===== config.mk =====
export PLATFORM = sky130hd
export DESIGN_NAME = smb_slave
export DESIGN_NICKNAME = d
export VERILOG_FILES = /design/src/smb_pkg.sv /design/src/smb_regs.sv /design/src/smb_slave.sv
export SDC_FILE = /design/constraint.sdc
export NUM_CORES = 1
export LEC_CHECK = 0
export BUFFER_PORTS_ARGS = -buffer_cell sky130_fd_sc_hd__buf_2
export CAP_MARGIN = 20
export CELL_PAD_IN_SITES_DETAIL_PLACEMENT = 1
export CELL_PAD_IN_SITES_GLOBAL_PLACEMENT = 2
export CORE_AREA = 3 3 99 101
export DETAILED_ROUTE_END_ITERATION = 6
export DIE_AREA = 0 0 102 104
export PLACE_DENSITY_LB_ADDON = 0.08
export SLEW_MARGIN = 15
export SYNTH_ARGS = -nofsm -noshare
export SYNTH_HDL_FRONTEND = slang
export SYNTH_HIERARCHICAL = 1
export SYNTH_SLANG_ARGS = --single-unit

===== constraint.sdc =====
create_clock -name clock -period 3.06 [get_ports clock]
set_input_delay 0.153 -clock clock [delete_from_list [all_inputs] [get_ports clock]]
set_output_delay 0.153 -clock clock [all_outputs]
set_load 0.02 [all_outputs]

===== src/smb_pkg.sv =====
// Package with the constants and carrier types of the byte register serial slave.
`default_nettype none
package smb_pkg;
    // ****************************************************************
    // Address byte layout
    // ****************************************************************
    localparam logic [3:0] SMB_CLASS_NIBBLE = 4'h5; // Upper nibble that names the controller class.
    localparam int SMB_CLASS_HI = 7; // Top bit of the class nibble.
    localparam int SMB_CLASS_LO = 4; // Bottom bit of the class nibble.
    localparam int SMB_FIXED_BIT = 3; // Address bit that must be one.
    localparam int SMB_DIR_BIT = 0; // Direction bit, one for a read.
    localparam logic [3:0] SMB_BITS_PER_BYTE = 4'h8; // Bits in one serial byte.
    localparam int SMB_MSB = 7; // Bit sent first on the wire.

    // ****************************************************************
    // Register file layout
    // ****************************************************************
    localparam int SMB_REG_COUNT = 4; // Registers behind the port.
    localparam logic [7:0] SMB_IDX_BRIGHT = 8'h00; // Brightness register index.
    localparam logic [7:0] SMB_IDX_CONTROL = 8'h01; // Device control register index.
    localparam logic [7:0] SMB_IDX_STATUS = 8'h02; // Fault and status register index.
    localparam logic [7:0] SMB_IDX_IDENT = 8'h03; // Identification register index.
    localparam logic [7:0] SMB_RST_BRIGHT = 8'hff; // Brightness after reset.
    localparam logic [7:0] SMB_RST_CONTROL = 8'h00; // Control after reset.
    localparam logic [7:0] SMB_MASK_CONTROL = 8'h07; // Implemented control bits.
    localparam logic [7:0] SMB_MASK_STATUS = 8'h3f; // Implemented status bits.
    localparam logic [7:0] SMB_IDENT_VALUE = 8'h42; // Value is arbitrary.
    localparam logic [7:0] SMB_RST_INDEX = 8'h00; // Command index after reset.
    localparam logic [7:0] SMB_RST_BYTE = 8'h00; // Shift register after reset.
    localparam logic [3:0] SMB_RST_COUNT = 4'h0; // Bit counter after reset.

    // One write into the register file.
    typedef struct packed {
        logic en;
        logic [7:0] index;
        logic [7:0] data;
    } smb_write_t;

    // Sampled bus lines of the current and the previous cycle.
    typedef struct packed {
        logic scl;
        logic sda;
    } smb_lines_t;
endpackage
`default_nettype wire


===== src/smb_regs.sv =====
// Byte wide register file with registered read data and undervoltage defaults.
`timescale 1ns/1ns
`default_nettype none
module smb_regs (
    // Clock and resets.
    input wire logic clock,
    input wire logic reset,
    input wire logic uvlo,
    // Write request and read index.
    input wire smb_pkg::smb_write_t wr,
    input wire logic [7:0] rd_index,
    // Live status bits of the driver.
    input wire logic [7:0] status_in,
    // Registered read data and settings.
    output logic [7:0] rd_data,
    output logic [7:0] brightness,
    output logic [7:0] control
);
    import smb_pkg::*;

    // ****************************************************************
    // Writable registers
    // ****************************************************************
    logic [7:0] next_brightness; // Next brightness value.
    logic [7:0] next_control; // Next control value.
    logic [7:0] next_rd_data; // Next read data.

    // Writes land only at the addressed index; reserved bits are masked away.
    always_comb begin
        next_brightness = brightness;
        next_control = control;
        if (uvlo) begin
            // Lockout forces every setting back to its default.
            next_brightness = SMB_RST_BRIGHT;
            next_control = SMB_RST_CONTROL;
        end else if (wr.en) begin
            if (wr.index == SMB_IDX_BRIGHT) begin
                next_brightness = wr.data;
            end
            if (wr.index == SMB_IDX_CONTROL) begin
                next_control = wr.data & SMB_MASK_CONTROL;
            end
        end
    end

    // Read mux; unmapped indices read zero so a stray query is harmless.
    always_comb begin
        case (rd_index)
            SMB_IDX_BRIGHT: next_rd_data = brightness;
            SMB_IDX_CONTROL: next_rd_data = control;
            SMB_IDX_STATUS: next_rd_data = status_in & SMB_MASK_STATUS;
            SMB_IDX_IDENT: next_rd_data = SMB_IDENT_VALUE;
            default: next_rd_data = SMB_RST_BYTE;
        endcase
    end

    // Register stage.
    always_ff @(posedge clock or posedge reset) begin
        if (reset) begin
            brightness <= SMB_RST_BRIGHT;
            control <= SMB_RST_CONTROL;
            rd_data <= SMB_RST_BYTE;
        end else begin
            brightness <= next_brightness;
            control <= next_control;
            rd_data <= next_rd_data;
        end
    end

    // ****************************************************************
    // Checks
    // ****************************************************************
    a_uvlo_defaults: assert property (@(posedge clock) disable iff (reset)
        uvlo |=> (brightness == SMB_RST_BRIGHT) && (control == SMB_RST_CONTROL))
        else $error("Lockout did not restore defaults.");
    a_reserved_zero: assert property (@(posedge clock) disable iff (reset)
        (control & ~SMB_MASK_CONTROL) == 8'h00)
        else $error("Reserved control bit is set.");
endmodule
`default_nettype wire


===== src/smb_slave.sv =====
// Serial byte register slave: address decode, command index, byte write and read.
// Function
// - Write: address, command, data byte stored.
// - Command byte selects the target register.
// - Read: address, command, restart, data returned.
// - Returned byte equals selected register contents.
// - Device drives data only in own cycles.
// - Upper address nibble must equal class value.
// - Address bit three must be one.
// - Address bit zero selects read or write.
// - Byte registers; reserved bits read zero.
// - Enable low keeps port silent.
// - Undervoltage lockout restores all register defaults.
`timescale 1ns/1ns
`default_nettype none
module smb_slave (
    // Clock and resets.
    input wire logic clock,
    input wire logic reset,
    input wire logic uvlo,
    // Chip enable, high to run.
    input wire logic enable,
    // Serial bus, clock only received, data open drain.
    input wire logic scl_in,
    input wire logic sda_in,
    output logic sda_out,
    output logic sda_oe,
    // Driver status and settings.
    input wire logic [7:0] status_in,
    output logic [7:0] brightness,
    output logic [7:0] control
);
    import smb_pkg::*;

    // ****************************************************************
    // Bus condition detection
    // ****************************************************************
    typedef enum {
        SMB_IDLE, SMB_ADDR, SMB_ACK_ADDR, SMB_CMD, SMB_ACK_CMD,
        SMB_DATA, SMB_ACK_DATA, SMB_READ, SMB_HOST_ACK, SMB_IGNORE
    } smb_state_t;

    smb_lines_t prev; // Lines seen one cycle ago.
    smb_lines_t next_prev; // Lines now.
    logic scl_rise; // Clock went high.
    logic scl_fall; // Clock went low.
    logic start_seen; // Start or repeated start.
    logic stop_seen; // Stop condition.

    // Lines are synchronous already, so one stage is enough for edge finding.
    always_comb begin
        next_prev.scl = scl_in;
        next_prev.sda = sda_in;
        scl_rise = scl_in && !prev.scl;
        scl_fall = !scl_in && prev.scl;
        start_seen = scl_in && prev.scl && prev.sda && !sda_in;
        stop_seen = scl_in && prev.scl && !prev.sda && sda_in;
    end

    // ****************************************************************
    // Protocol state
    // ****************************************************************
    smb_state_t state; // Protocol state.
    smb_state_t next_state; // Next protocol state.
    logic [7:0] shift; // Byte being received or sent.
    logic [7:0] next_shift; // Next shift value.
    logic [3:0] count; // Bits moved in this byte.
    logic [3:0] next_count; // Next bit count.
    logic [7:0] index; // Register index from the command byte.
    logic [7:0] next_index; // Next index.
    logic reading; // Address byte asked for a read.
    logic next_reading; // Next direction.
    smb_write_t wr; // Write request to the register file.
    logic [7:0] rd_data; // Registered read data.
    logic addr_match; // Received byte names this device.

    // Decode the address byte; the direction bit is left out of the match.
    function automatic logic smb_addr_hit(input logic [7:0] a);
        smb_addr_hit = (a[SMB_CLASS_HI:SMB_CLASS_LO] == SMB_CLASS_NIBBLE)
            && a[SMB_FIXED_BIT];
    endfunction

    // Next state; each received byte is sampled on clock rises and judged on the fall after its eighth bit.
    always_comb begin
        next_state = state;
        next_shift = shift;
        next_count = count;
        next_index = index;
        next_reading = reading;
        addr_match = smb_addr_hit(shift);
        wr.en = 1'b0;
        wr.index = index;
        wr.data = shift;
        if (!enable) begin
            // A disabled chip ignores the bus entirely.
            next_state = SMB_IDLE;
            next_count = SMB_RST_COUNT;
        end else if (stop_seen) begin
            next_state = SMB_IDLE;
        end else if (start_seen) begin
            // A repeated start restarts address decode but keeps the index.
            next_state = SMB_ADDR;
            next_count = SMB_RST_COUNT;
        end else begin
            case (state)
                SMB_ADDR, SMB_CMD, SMB_DATA: begin
                    if (scl_rise) begin
                        next_shift = {shift[SMB_MSB-1:0], sda_in};
                        next_count = count + 4'h1;
                    end else if (scl_fall && count == SMB_BITS_PER_BYTE) begin
                        next_count = SMB_RST_COUNT;
                        if (state == SMB_ADDR) begin
                            next_reading = shift[SMB_DIR_BIT];
                            next_state = addr_match ? SMB_ACK_ADDR : SMB_IGNORE;
                        end else if (state == SMB_CMD) begin
                            next_index = shift;
                            next_state = SMB_ACK_CMD;
                        end else begin
                            wr.en = 1'b1;
                            next_state = SMB_ACK_DATA;
                        end
                    end
                end
                SMB_ACK_ADDR: begin
                    if (scl_fall) begin
                        // For a read the selected byte is loaded as the ack ends.
                        next_shift = rd_data;
                        next_state = reading ? SMB_READ : SMB_CMD;
                    end
                end
                SMB_ACK_CMD: begin
                    if (scl_fall) begin
                        next_state = SMB_DATA;
                    end
                end
                SMB_ACK_DATA: begin
                    // Only one data byte per write; later bytes get no ack.
                    if (scl_fall) begin
                        next_state = SMB_IGNORE;
                    end
                end
                SMB_READ: begin
                    if (scl_fall) begin
                        next_shift = {shift[SMB_MSB-1:0], 1'b0};
                        next_count = count + 4'h1;
                        if (count == SMB_BITS_PER_BYTE - 4'h1) begin
                            next_state = SMB_HOST_ACK;
                            next_count = SMB_RST_COUNT;
                        end
                    end
                end
                SMB_HOST_ACK: begin
                    // A host ack asks for the same register again; a nack ends the read.
                    if (scl_rise) begin
                        next_state = sda_in ? SMB_IGNORE : SMB_ACK_ADDR;
                    end
                end
                SMB_IDLE, SMB_IGNORE: begin
                    next_count = SMB_RST_COUNT;
                end
                default: begin
                    next_state = SMB_IDLE;
                end
            endcase
        end
    end

    // Host ack path reuses the ack state only as a loader, so it must not drive there.
    logic host_reload; // Set while the ack state serves a host ack.
    logic next_host_reload; // Next reload flag.
    always_comb begin
        next_host_reload = host_reload;
        if (state == SMB_HOST_ACK && next_state == SMB_ACK_ADDR) begin
            next_host_reload = 1'b1;
        end else if (next_state != SMB_ACK_ADDR) begin
            next_host_reload = 1'b0;
        end
    end

    // Register stage of the protocol.
    always_ff @(posedge clock or posedge reset) begin
        if (reset) begin
            state <= SMB_IDLE;
            prev <= '1;
            shift <= SMB_RST_BYTE;
            count <= SMB_RST_COUNT;
            index <= SMB_RST_INDEX;
            reading <= 1'b0;
            host_reload <= 1'b0;
        end else begin
            state <= next_state;
            prev <= next_prev;
            shift <= next_shift;
            count <= next_count;
            index <= next_index;
            reading <= next_reading;
            host_reload <= next_host_reload;
        end
    end

    // ****************************************************************
    // Data line drive
    // ****************************************************************
    // Open drain: the pin is only ever pulled low, and only in the device's own cycles.
    always_comb begin
        sda_out = 1'b0;
        sda_oe = 1'b0;
        if (enable) begin
            if ((state == SMB_ACK_ADDR && !host_reload) || state == SMB_ACK_CMD
                || state == SMB_ACK_DATA) begin
                sda_oe = 1'b1;
            end else if (state == SMB_READ) begin
                sda_oe = !shift[SMB_MSB];
            end
        end
    end

    // ****************************************************************
    // Register file
    // ****************************************************************
    smb_regs u_regs (
        .clock(clock),
        .reset(reset),
        .uvlo(uvlo),
        .wr(wr),
        .rd_index(index),
        .status_in(status_in),
        .rd_data(rd_data),
        .brightness(brightness),
        .control(control)
    );

    // ****************************************************************
    // Checks
    // ****************************************************************
    a_silent_disabled: assert property (@(posedge clock) disable iff (reset)
        !enable |-> !sda_oe)
        else $error("Data line driven while disabled.");
    a_class_mismatch: assert property (@(posedge clock) disable iff (reset)
        (enable && !stop_seen && !start_seen && state == SMB_ADDR && scl_fall && count == 4'h8
        && shift[7:4] != 4'h5) |=> state == SMB_IGNORE && !sda_oe)
        else $error("Foreign class address was taken.");
    a_fixed_bit: assert property (@(posedge clock) disable iff (reset)
        (enable && !stop_seen && !start_seen && state == SMB_ADDR && scl_fall && count == 4'h8
        && !shift[3]) |=> !sda_oe)
        else $error("Address with bit three low was acknowledged.");
    a_ack_match: assert property (@(posedge clock) disable iff (reset)
        (enable && !stop_seen && !start_seen && state == SMB_ADDR && scl_fall && count == 4'h8
        && shift[7:3] == 5'h0b) |=> sda_oe && state == SMB_ACK_ADDR)
        else $error("Matching address not acknowledged.");
    a_write_index: assert property (@(posedge clock) disable iff (reset)
        wr.en |-> wr.index == index && state == SMB_DATA && !reading)
        else $error("Write aimed away from the command index.");
    a_write_lands: assert property (@(posedge clock) disable iff (reset)
        (wr.en && wr.index == 8'h00 && !uvlo) |=> brightness == $past(shift))
        else $error("Data byte was not stored.");
    a_read_load: assert property (@(posedge clock) disable iff (reset)
        (enable && !stop_seen && !start_seen && state == SMB_ACK_ADDR && scl_fall && reading)
        |=> state == SMB_READ && shift == $past(rd_data))
        else $error("Read byte differs from the selected register.");
    a_own_cycles: assert property (@(posedge clock) disable iff (reset)
        sda_oe |-> state inside {SMB_ACK_ADDR, SMB_ACK_CMD, SMB_ACK_DATA, SMB_READ})
        else $error("Data line driven outside device cycles.");
    a_read_no_write: assert property (@(posedge clock) disable iff (reset)
        (state == SMB_READ) [*2] |-> !wr.en && reading)
        else $error("Read transaction wrote a register.");
endmodule
`default_nettype wire


==> results_dict.tcl <==
set metrics [dict create \
    status "complete, no violations" \
    r2r_end "u_regs/brightness[7]" \
    netlist_top_cells_area "dfrtp_1, mux2_2, dfstp_2" \
    clkSinkCount 75 \
    grt_start_max_net_pins 31 \
    slew_violations 0 \
    grt_util_met3_pct 3.76 \
    crit_arrival_ns 3.07 \
    avgSynthCellArea_sq_um 11.3 \
    drive_above_1_share_pct 25.7 \
    final_cell_count_no_fill 484 \
    grt_use_total_pct 16.9 \
    setup_slack_ns 0.262 \
    end_kind "flip-flop" \
    cap_violations 0 \
    clkLatencyLatePin_ns 0.35 \
    holdPathStages 3 \
    final_util_pct 45.7 \
    viasPerCell 5.16 \
    synth_common_cells "dfrtp_1, nor2_1, mux2_2, nand2_1, mux2i_1" \
    antenna_found_initial 0 \
    wirelength_mm 8.08 \
    htree_num_levels 3 \
    start_util_pct 38.6 \
    cts_root_buffer "clkbuf_8" \
    yosys.area.top_type "dfrtp_1" \
    vdd_drop_max_mv 0.302 \
    rows 35 \
    clk_pin_slew_ns 0.08 \
    grt_pass1_wl_mm 14.0 \
    drt_first_pass_iters 4 \
    io_pins 32 \
    grt_pass1_vias 2695 \
    synth_edf_count 0 \
    min_period_ns 2.80 \
    clkPwrFrac_pct 47.7 \
    async_flop_share_pct 100 \
    report.final.hold_viol_count 0 \
    grt-busiest-layer "met2" \
    cts_tree "built" \
    synth_top_area_share_pct 46.3 \
    use_met2_pct 25.3 \
    synthAdderAreaFrac_pct 0.712 \
    dieArea_sq_um 10600 \
    muxShareOfSynthArea_pct 12.5 \
    use_met1_pct 24.1 \
    required_ns 3.33 \
    ant_nets 0 \
    max_slew_margin_pct 45.6 \
    p_int_w 0.00166 \
    hold_path_end "state[0]" \
    wl_per_cell_um 16.7 \
    synth_area_sq_um 3510 \
    synth-main-ff-cell "dfrtp_1" \
    critPathMaxFanout 8 \
    port_buffers 23 \
    synthToLayoutAreaGrowth_pct 18.4 \
    switchingPower_w 0.000443 \
    finalSetupViolations 0 \
    drtIter0Drc 78 \
    pwr-share-seq_pct 48.5 \
    tightest_slew_ns 0.815 \
    synth.most_common_cell "dfrtp_1" \
    reg2reg_from "state[11]" \
    cellLeakagePower_nw 1.80 \
    dieWidth_um 102 \
    synth-simple-area-share_pct 20.2 \
    ff2ff_path_depth 9 \
    max-clock-path-buffers 2 \
    post-place-ws_ns 0.219 \
    crit_path_start_kind "flip-flop" \
    fmax_mhz 357 \
    finalPower_w 0.00211 \
    place_congestion 0.818 \
    die_h_um 104 \
    grt_setup_unrepaired "false" \
    reg2reg_slack_ns 0.26 \
    dp_cells 465 \
    via_count 2498 \
    drc 0 \
    swShare_pct 21.0 \
    synth_compound_area_share_pct 8.19 \
    fin_skew_ns 0.0106 \
    power.density_nw_per_um2 506 \
    grt_overflow 0 \
    post_cts_buffers 0 \
    yosys.cell_types.count 57 \
    finalNetCount 384 \
    antenna_cells 0 \
    combPwrFrac_pct 3.7 \
    synth_seq_area_share_pct 53.8 \
    coreArea_sq_um 9110 \
    synth-seq-cells 75 \
    min_from "enable" \
    yosysWarnings 6 \
    setup-tns-final_ns 0 \
    holdCritPathClass "in -> reg" \
    cts_buffers 9 \
    crit_type "reg -> reg" \
    postSynthCellCount 311 \
    post-route-period-util_pct 91.5 \
    synth_top_family_by_area "simple AND/OR/NAND/NOR gates" \
    dpl.hpwl_mm 5.59 \
    synth-xor-area-share_pct 0.499 \
]
## repair_timing
item	4_1_cts	5_1_grt
hold buffers	3	0
resized for setup	0	1
endpoints found under the hold margin	42	0
setup endpoints to repair	0	9
## registers in the layout (all words and copies together), names as in the netlist
signal and flops:
prev 2, shift 8, count 4, host_reload 1, state 32, u_regs/control 3, u_regs/rd_data 8, u_regs/brightness 8
reading 1, index 8
## power groups by stage
| stage | Clock, W | Sequential (W) | Combinational, W |
|---|---|---|---|
| 2_1_floorplan | 0 | 0.00104 | 0.0000576 |
| 3_3_place_gp | 0 | 0.00104 | 0.0000750 |
| 3_5_place_dp | 0 | 0.00104 | 0.0000757 |
| 4_1_cts | 0.00105 | 0.00102 | 0.0000789 |
| 5_1_grt | 0.00109 | 0.00102 | 0.0000917 |
| 6_report | 0.00101 | 0.00102 | 0.0000784 |
## how the worst max path moves through the flow
stage	startpoint	endpoint	slack, ns	depth (start not counted)
floorplan	state[11]	u_regs/brightness[0]	0.35	8
global placement	state[10]	u_regs/brightness[3]	0.27	9
detailed placement	state[10]	u_regs/brightness[1]	0.22	9
CTS	state[11]	u_regs/brightness[7]	0.17	9
global route	state[19]	u_regs/brightness[0]	0.02	9
finish	state[11]	u_regs/brightness[7]	0.26	9
## cell usage in the layout, fill, tap and decap left out, types with 9 or more instances in the layout
master / synthesis / final
mux2_2: 24 / 24
a21oi_1: 9 / 9
clkbuf_8: 0 / 9
inv_1: 11 / 10
dfrtp_1: 65 / 65
nand2_1: 18 / 18
buf_2: 1 / 23
mux2i_1: 17 / 17
nand2b_1: 9 / 9
dfstp_2: 10 / 10
nor2_1: 28 / 28
conb_1: 2 / 34
## layout make-up
| cell class | count | area, sq um |
|---|---|---|
| tap | 111 | 139 |
| multi-input combinational | 238 | 1620 |
| inverter | 11 | 41.3 |
| clock inverter | 6 | 138 |
| fill | 1027 | 4950 |
| timing repair buffer | 33 | 210 |
| clock buffer | 10 | 128 |
| sequential | 75 | 1890 |
## layer usage
layer	vias up	share of wire [%]
li1	1187	-
met1	1270	49
met2	33	46
met3	8	3.2
met4	0	1.2
met5	-	0
## kinds of logic after synthesis
family,count (synthesis)
buf+inv,30
xor+xnor,2
mux,41
other cells,2
compound gates,42
flops,75
fa+ha+maj,2
simple gates,117
## through the flow
stage | hold WS (ns) | instance area, sq um
after CTS | 0.0628 | 4150
after global routing | 0.103 | 4160
after floorplan | 0.0982 | 3630
final | 0.0898 | 4160
after detailed placement | 0.287 | 3860
after global placement | 0.281 | 3860
## worst max-delay path, cell delays in order, from the launching register on
cell     delay (ns)
dfrtp_1        0.38
nor4_2         0.30
nand4_2        0.19
nor4b_4        0.36
and2_1         0.23
and3_1         0.18
or4b_4         0.49
nor3_4         0.21
buf_12         0.17
mux2i_1        0.20
Note: power is estimated with default switching activity, not from simulation.
